$ cat src/alu_pkg.sv
package alu_pkg;

  // ==========================================================
  // Widths
  localparam int ACC_W = 32;
  localparam int WORD_W = 16;
  localparam int BYTE_W = 8;
  localparam int STACK_DEPTH = 8;
  localparam int CNT_W = 6;
  localparam int HIGH_BYTE_LSB = 8;
  localparam int SIGN_BIT = 31;
  localparam int BIT_COUNT_MIN = 1;
  localparam int BIT_COUNT_MAX = 32;

  // ==========================================================
  // Reset values
  localparam logic [31:0] ACC_RESET = 32'h00000000;
  localparam logic [15:0] MEM_RESET = 16'h0000;

  // ==========================================================
  // Operation codes
  typedef enum logic [3:0]
  {
    op_none,
    store_high_byte_op,
    and_word_op,
    and_double_op,
    and_bit_range_op,
    and_with_stack_op,
    or_word_op,
    or_double_op,
    load_double_op,
    push_op
  } op_e;

endpackage

$ cat src/accumulator_logic_unit.sv
// How it works
// - Store-high-byte writes accumulator bits 15:8 into the word's upper byte, lower byte kept.
// - Single-word AND merges the low 16 accumulator bits with the memory word.
// - After single-word AND the zero flag is set exactly when the accumulator is zero.
// - Double AND and_with_stack_op all 32 bits with a word pair or a 32-bit constant.
// - After double AND the zero and negative flags follow the result.
// - Bit-range AND and_with_stack_op the accumulator with the lowest 1 to 32 discrete bits, chosen by a count.
// - After bit-range AND the zero and negative flags follow the result.
// - AND-with-stack and_with_stack_op the accumulator with the top stack entry.
// - AND-with-stack pops the top entry and moves every other entry up one level.
// - After AND-with-stack the zero and negative flags follow the result.
// - Single-word OR merges the low 16 accumulator bits with the memory word.
// - After single-word OR the zero flag is set exactly when the accumulator is zero.
// - Double OR ors all 32 bits with a word pair or constant and sets zero and negative flags.
// - A flag holds only until the next operation that writes the same flag.
module accumulator_logic_unit
(
  input wire logic clk_sys,
  input wire logic rst_n,
  input wire logic op_valid,
  input wire alu_pkg::op_e op_code,
  input wire logic [alu_pkg::WORD_W-1:0] mem_word_lo,
  input wire logic [alu_pkg::WORD_W-1:0] mem_word_hi,
  input wire logic [alu_pkg::ACC_W-1:0] const_value,
  input wire logic use_const,
  input wire logic [alu_pkg::ACC_W-1:0] discrete_bits,
  input wire logic [alu_pkg::CNT_W-1:0] bit_count,
  output logic [alu_pkg::ACC_W-1:0] accumulator,
  output logic [alu_pkg::ACC_W-1:0] stack_top,
  output logic zero_flag,
  output logic negative_flag,
  output logic mem_write,
  output logic [alu_pkg::WORD_W-1:0] mem_write_data,
  output logic op_done
);
  import alu_pkg::*;

  // ==========================================================
  // Operand shaping
  logic [ACC_W-1:0] stack [STACK_DEPTH];
  logic [ACC_W-1:0] pair_operand;
  logic [ACC_W-1:0] range_mask;
  logic [ACC_W-1:0] range_operand;
  logic [ACC_W-1:0] next_acc;
  logic writes_acc;
  logic writes_neg;

  // Word pair or constant for the double forms
  assign pair_operand = use_const ? const_value : {mem_word_hi, mem_word_lo};

  // Count outside 1..32 is clamped so an illegal operand cannot blow up the mask
  always_comb
  begin
    range_mask = '0;
    for (int i = 0; i < ACC_W; i++)
    begin
      if (i < int'(bit_count) || int'(bit_count) > BIT_COUNT_MAX)
        range_mask[i] = 1'b1;
    end
    if (int'(bit_count) < BIT_COUNT_MIN)
      range_mask = {{(ACC_W-1){1'b0}}, 1'b1};
  end

  // Bits above the run read as zero, so the AND clears them
  assign range_operand = discrete_bits & range_mask;

  // ==========================================================
  // Result selection
  always_comb
  begin
    next_acc = accumulator;
    writes_acc = 1'b0;
    writes_neg = 1'b0;
    if (op_valid)
    begin
      case (op_code)
        and_word_op:
        begin
          // Low-word forms yield a 16-bit result in the accumulator
          next_acc = {{(ACC_W-WORD_W){1'b0}}, accumulator[WORD_W-1:0] & mem_word_lo};
          writes_acc = 1'b1;
        end
        or_word_op:
        begin
          next_acc = {{(ACC_W-WORD_W){1'b0}}, accumulator[WORD_W-1:0] | mem_word_lo};
          writes_acc = 1'b1;
        end
        and_double_op:
        begin
          next_acc = accumulator & pair_operand;
          writes_acc = 1'b1;
          writes_neg = 1'b1;
        end
        or_double_op:
        begin
          next_acc = accumulator | pair_operand;
          writes_acc = 1'b1;
          writes_neg = 1'b1;
        end
        and_bit_range_op:
        begin
          next_acc = accumulator & range_operand;
          writes_acc = 1'b1;
          writes_neg = 1'b1;
        end
        and_with_stack_op:
        begin
          next_acc = accumulator & stack[0];
          writes_acc = 1'b1;
          writes_neg = 1'b1;
        end
        load_double_op:
        begin
          // Loading gives test code a way to seed the accumulator; flags untouched
          next_acc = pair_operand;
        end
        default:
        begin
          next_acc = accumulator;
        end
      endcase
    end
  end

  // ==========================================================
  // Accumulator
  always_ff @(posedge clk_sys)
  begin
    if (!rst_n)
      accumulator <= ACC_RESET;
    else if (op_valid && op_code != store_high_byte_op && op_code != push_op)
      accumulator <= next_acc;
  end

  // ==========================================================
  // Accumulator stack
  always_ff @(posedge clk_sys)
  begin
    if (!rst_n)
    begin
      for (int i = 0; i < STACK_DEPTH; i++)
        stack[i] <= ACC_RESET;
    end
    else if (op_valid && op_code == and_with_stack_op)
    begin
      // Pop: entries move up, bottom refills with zero
      for (int i = 0; i < STACK_DEPTH - 1; i++)
        stack[i] <= stack[i+1];
      stack[STACK_DEPTH-1] <= ACC_RESET;
    end
    else if (op_valid && op_code == push_op)
    begin
      for (int i = 1; i < STACK_DEPTH; i++)
        stack[i] <= stack[i-1];
      stack[0] <= accumulator;
    end
  end

  // Registered copy of the top level for observation
  always_ff @(posedge clk_sys)
  begin
    if (!rst_n)
      stack_top <= ACC_RESET;
    else if (op_valid && op_code == and_with_stack_op)
      stack_top <= stack[1];
    else if (op_valid && op_code == push_op)
      stack_top <= accumulator;
  end

  // ==========================================================
  // Status flags
  // Each flag is only rewritten by an operation that owns it, so it holds till then
  always_ff @(posedge clk_sys)
  begin
    if (!rst_n)
      zero_flag <= 1'b0;
    else if (writes_acc)
      zero_flag <= ~|next_acc;
  end

  always_ff @(posedge clk_sys)
  begin
    if (!rst_n)
      negative_flag <= 1'b0;
    else if (writes_neg)
      negative_flag <= next_acc[SIGN_BIT];
  end

  // ==========================================================
  // Store-high-byte path: merge keeps the memory word's low byte
  always_ff @(posedge clk_sys)
  begin
    if (!rst_n)
    begin
      mem_write <= 1'b0;
      mem_write_data <= MEM_RESET;
    end
    else
    begin
      mem_write <= op_valid && op_code == store_high_byte_op;
      if (op_valid && op_code == store_high_byte_op)
        mem_write_data <= {accumulator[WORD_W-1:HIGH_BYTE_LSB],
                           mem_word_lo[BYTE_W-1:0]};
    end
  end

  // One-cycle completion pulse for every accepted operation
  always_ff @(posedge clk_sys)
  begin
    if (!rst_n)
      op_done <= 1'b0;
    else
      op_done <= op_valid && op_code != op_none;
  end

  // ==========================================================
  // Checks
  // Store merges the high byte and leaves the accumulator alone
  store_merge_a: assert property (@(posedge clk_sys) disable iff (!rst_n)
    op_valid && op_code == store_high_byte_op |=> mem_write
    && mem_write_data == {$past(accumulator[15:8]), $past(mem_word_lo[7:0])}
    && $stable(accumulator)) else $error("store high byte wrong");

  // A write pulse without a store would corrupt the addressed word
  write_pulse_a: assert property (@(posedge clk_sys) disable iff (!rst_n)
    mem_write |-> $past(op_valid) && $past(op_code) == store_high_byte_op)
    else $error("stray memory write");

  // Word forms: low 16 bits only, zero flag only
  and_word_a: assert property (@(posedge clk_sys) disable iff (!rst_n)
    op_valid && op_code == and_word_op |=>
    accumulator == {16'h0000, $past(accumulator[15:0]) & $past(mem_word_lo)}
    && zero_flag == (accumulator == 32'h00000000)) else $error("word and wrong");

  or_word_a: assert property (@(posedge clk_sys) disable iff (!rst_n)
    op_valid && op_code == or_word_op |=>
    accumulator == {16'h0000, $past(accumulator[15:0]) | $past(mem_word_lo)}
    && zero_flag == (accumulator == 32'h00000000)) else $error("word or wrong");

  // Double forms, both operand sources
  double_and_a: assert property (@(posedge clk_sys) disable iff (!rst_n)
    op_valid && op_code == and_double_op && use_const |=>
    accumulator == ($past(accumulator) & $past(const_value))
    && negative_flag == accumulator[31]) else $error("double and wrong");

  pair_and_a: assert property (@(posedge clk_sys) disable iff (!rst_n)
    op_valid && op_code == and_double_op && !use_const |=>
    accumulator == ($past(accumulator) & {$past(mem_word_hi), $past(mem_word_lo)}))
    else $error("pair and wrong");

  double_or_a: assert property (@(posedge clk_sys) disable iff (!rst_n)
    op_valid && op_code == or_double_op && !use_const |=>
    accumulator == ($past(accumulator) | {$past(mem_word_hi), $past(mem_word_lo)})
    && zero_flag == (accumulator == 32'h00000000)) else $error("double or wrong");

  const_or_a: assert property (@(posedge clk_sys) disable iff (!rst_n)
    op_valid && op_code == or_double_op && use_const |=>
    accumulator == ($past(accumulator) | $past(const_value))) else $error("const or wrong");

  // Bit range: a short run and the full width
  bit_range_a: assert property (@(posedge clk_sys) disable iff (!rst_n)
    op_valid && op_code == and_bit_range_op && bit_count == 6'h04 |=>
    accumulator == ($past(accumulator) & {28'h0000000, $past(discrete_bits[3:0])})
    && negative_flag == 1'b0) else $error("bit range and wrong");

  range_full_a: assert property (@(posedge clk_sys) disable iff (!rst_n)
    op_valid && op_code == and_bit_range_op && bit_count == 6'h20 |=>
    accumulator == ($past(accumulator) & $past(discrete_bits))) else $error("full range wrong");

  // Stack: operand, pop and refill of the bottom level
  stack_pop_a: assert property (@(posedge clk_sys) disable iff (!rst_n)
    op_valid && op_code == and_with_stack_op |=>
    accumulator == ($past(accumulator) & $past(stack[0]))
    && stack[0] == $past(stack[1]) && stack_top == stack[0]
    && negative_flag == accumulator[31]) else $error("stack and wrong");

  stack_fill_a: assert property (@(posedge clk_sys) disable iff (!rst_n)
    op_valid && op_code == and_with_stack_op |=>
    stack[STACK_DEPTH-1] == ACC_RESET && stack[STACK_DEPTH-2] == $past(stack[STACK_DEPTH-1]))
    else $error("stack refill wrong");

  // Flag ownership: a flag moves only under an operation that writes it
  flag_hold_a: assert property (@(posedge clk_sys) disable iff (!rst_n)
    op_valid && (op_code == and_word_op || op_code == or_word_op) |=>
    $stable(negative_flag)) else $error("negative flag disturbed");

  flag_keep_a: assert property (@(posedge clk_sys) disable iff (!rst_n)
    op_valid && (op_code == load_double_op || op_code == store_high_byte_op)
    |=> $stable(zero_flag) && $stable(negative_flag)) else $error("flags disturbed");

  zero_nor_a: assert property (@(posedge clk_sys) disable iff (!rst_n)
    op_valid && (op_code == and_word_op || op_code == or_word_op
    || op_code == and_double_op || op_code == or_double_op
    || op_code == and_bit_range_op || op_code == and_with_stack_op)
    |=> zero_flag == (accumulator == '0)) else $error("zero flag wrong");

  sign_flag_a: assert property (@(posedge clk_sys) disable iff (!rst_n)
    op_valid && (op_code == and_double_op || op_code == or_double_op
    || op_code == and_bit_range_op || op_code == and_with_stack_op)
    |=> negative_flag == accumulator[SIGN_BIT]) else $error("negative flag wrong");

  cover_stack_zero: cover property (@(posedge clk_sys) disable iff (!rst_n)
    op_valid && op_code == and_with_stack_op ##1 zero_flag);
  cover_neg_or: cover property (@(posedge clk_sys) disable iff (!rst_n)
    op_valid && op_code == or_double_op ##1 negative_flag);
  cover_store: cover property (@(posedge clk_sys) disable iff (!rst_n) mem_write);
  cover_range_full: cover property (@(posedge clk_sys) disable iff (!rst_n)
    op_valid && op_code == and_bit_range_op && bit_count == 6'h20 ##1 negative_flag);

endmodule

$ cat config.mk
export PLATFORM = sky130hd
export DESIGN_NAME = accumulator_logic_unit
export DESIGN_NICKNAME = d
export VERILOG_FILES = /design/src/alu_pkg.sv /design/src/accumulator_logic_unit.sv
export SDC_FILE = /design/constraint.sdc
export NUM_CORES = 1
export LEC_CHECK = 0
export BUFFER_PORTS_ARGS = -buffer_cell sky130_fd_sc_hd__buf_4
export CELL_PAD_IN_SITES_DETAIL_PLACEMENT = 1
export CELL_PAD_IN_SITES_GLOBAL_PLACEMENT = 1
export CORE_MARGIN = 2
export CORE_UTILIZATION = 47
export CTS_CLUSTER_DIAMETER = 150
export DETAILED_ROUTE_END_ITERATION = 10
export PLACE_DENSITY_LB_ADDON = 0.1
export SYNTH_ARGS = -nofsm -noshare
export SYNTH_HDL_FRONTEND = slang
export SYNTH_SLANG_ARGS = --single-unit
$ cat constraint.sdc
create_clock -name clk_sys -period 5.5 [get_ports clk_sys]
set_input_delay 0.55 -clock clk_sys [delete_from_list [all_inputs] [get_ports clk_sys]]
set_output_delay 0.55 -clock clk_sys [all_outputs]
set_load 0.05 [all_outputs]
==> metrics.txt <==
Setup crit end kind flip-flop; CTS tree done; core area 0.0317 mm²; initial antenna violation count 0; total grt overflow 0; register bit total from synthesis 340; Avg WL per Cell 26.4 µm; CP Data Required Time 5.94 ns; Worst-path clk slew 0.06 ns; multi-input logic area 0.00526 mm²; CTS Sinks 340; EDFF count, synth 256; period utilization 67.7%; total design power 5.95 mW; asr flop ratio synth 0%; DRT Pass-1 Iters 5; diodes inserted 0; Chip Width 184 µm; final wirelength 47700 µm; crit path kind primary input to flip-flop; maximum vdd ir drop 205 µV; Cells after Synth 1236; layout cells sized above 1 20.8%; Hold Crit Depth 3; num ports 194; CTS buffer count 38; CTS resizes 0; antenna-violating nets left 0; Critical Path Fanout Max 47; Via density 6.30; Clock Skews 0.0200 ns; Logic pwr share 7.3%; Remaining DRCs 0; Post-Syn Area 0.0152 mm²; Slew @ Worst Pin 1.19 ns; commonest non-fill, non-tap cell in the layout edfxtp_1; die height 184 µm; area grow syn2layout 19.6%; Clock Latency Late Sink 0.54 ns; final setup violation count 0; largest net degree at the start of global routing 257; standard-cell row count 65; setup bufs post-CTS 0; Synth Net Count 1346; sequential power share 49.8%; Synth cell types 74; CTS root buffer clkbuf_16; Int Power 4.55 mW; sequential area share after synthesis 61.7%; Max Root-Sink Buffers 3; die area 0.0337 mm²; number of buffer cells added on primary ports 193; dpl hpwl 32900 µm; CP Launch Type primary input; Hold Crit Start mem_word_lo[3]; initial detailed-routing violation count 1178; mean post-synth cell area 12.3 µm²; H-Tree Depth 2; Tmin final 3.72 ns; Nets 1488; reg-to-reg slack, setup 2.76 ns; pwr dens 328 mW/mm²; type of the worst min-delay path primary input to flip-flop; worst endpoint data arrival time 4.16 ns; GP Congestion 0.895; Tot GR Track Use 28.3%; vias in the first global route 11400; R2R depth 8; Net Sw Frac 23.5%; RSZ-0062 raised after global routing false; Most used DFF post-synth edfxtp_1; Slew Viols, Final 0; RR Startpoint accumulator[13]$_SDFFE_PN0P_; slew margin rel. 20.7%; vias 11400; R2R Path End zero_flag$_SDFFE_PN0P_; max-cap viol count 0; Hold Path End mem_write_data[3]$_SDFFE_PN0P_; yosys warns 0; sequential standard cell area 0.00937 mm²; Setup TNS 0 ns; hold bufs inserted after CTS 0; commonest cells after routing, fill and taps aside edfxtp_1 (256), a22o_1 (229), buf_4 (204); Switch Pwr 1.40 mW; global-route wire length before repair 72400 µm; Max Freq 269 MHz; Leak 7.16 nW; Layout Utilization 57.3%; clock network fraction of total power 42.9%; initial cell density of the core 47.9%; final hold vios 0; Filler cells 3257; status completed
-- through the flow --
stage	area (µm²)	hold slack [ns]	worst slack [ns]	instances
finish	18200	0.304	1.78	1808
global route	18200	0.309	1.60	1808
CTS	18200	0.286	1.84	1808
detailed placement	16900	0.441	1.33	1740
global placement	16900	0.434	1.36	1740
floorplan	15200	0.512	0.661	1236
-- critical path: stages --
cell and delay, ns:
buf_4 0.30, nor4b_2 1.07, o21a_1 0.40, buf_4 0.30, nand2_1 0.08, a22o_1 0.21, nor4_1 0.37, nand4_1 0.17
or4_1 0.42, o31ai_1 0.25
-- cell usage after synthesis (7+ instances only) --
master | instances | area share, %
nor2_1 | 39 | 0.96
a31oi_1 | 13 | 0.54
a21oi_1 | 89 | 2.9
mux2i_1 | 24 | 1.6
o22ai_1 | 7 | 0.29
nor2b_1 | 10 | 0.41
a22oi_1 | 12 | 0.59
nand2b_1 | 7 | 0.29
clkbuf_1 | 82 | 2.0
nand2_1 | 73 | 1.8
buf_2 | 20 | 0.66
mux2_2 | 9 | 0.67
o21ai_0 | 42 | 1.4
dfxtp_1 | 84 | 11
edfxtp_1 | 256 | 51
nand3_1 | 12 | 0.40
o21ai_1 | 9 | 0.30
inv_1 | 42 | 1.0
o21a_1 | 8 | 0.40
a22o_1 | 229 | 13
and2_1 | 47 | 1.9
-- per-layer routing --
metal / vias up / global-route usage (%) / routed length [µm]
met3: 64 / 4.42 / 3070
li1: 5103 / - / -
met1: 5811 / 42.5 / 22300
met2: 415 / 42.9 / 21400
met4: 0 / 7.04 / 1010
met5: - / 0 / 0
-- cell type report --
type	instances	share of cell area (%)
clock buffers	51	5.73
clock inverters	17	1.17
inverters	43	0.903
multi-input cells	747	29.0
flip-flops and latches	340	51.6
well taps	402	2.77
repair buffers	208	8.87
-- how the worst max path moves through the flow --
stage / from / to / cells past startpoint
floorplan: op_code[2] / stack[0][0]$_DFFE_PP_ / 5
global placement: op_code[0] / zero_flag$_SDFFE_PN0P_ / 10
detailed placement: op_code[0] / zero_flag$_SDFFE_PN0P_ / 10
CTS: op_code[0] / zero_flag$_SDFFE_PN0P_ / 10
global route: op_code[0] / zero_flag$_SDFFE_PN0P_ / 10
finish: op_code[0] / zero_flag$_SDFFE_PN0P_ / 10
-- flip-flops by register name, summed over array words and instances (netlist names) --
signal,count
mem_write,1
zero_flag,1
negative_flag,1
stack_top,32
stack,256
op_done,1
accumulator,32
mem_write_data,16
-- cells by family after synthesis --
logic type      share of synthesized area, %
compound gates                          23.6
flops                                   61.7
simple gates                            8.20
buf+inv                                 3.92
mux                                     2.32
fa+ha+maj                              0.264
-- power by group through the flow --
stage                     sequential, mW  combinational (mW)  clock, mW
after CTS                           2.96               0.431       2.60
final                               2.96               0.432       2.56
after floorplan                     3.00               0.215          0
after detailed placement            3.01               0.430          0
after global placement              3.01               0.428          0
after global routing                2.97               0.463       2.69
Note: power is estimated with default switching activity, not from simulation.
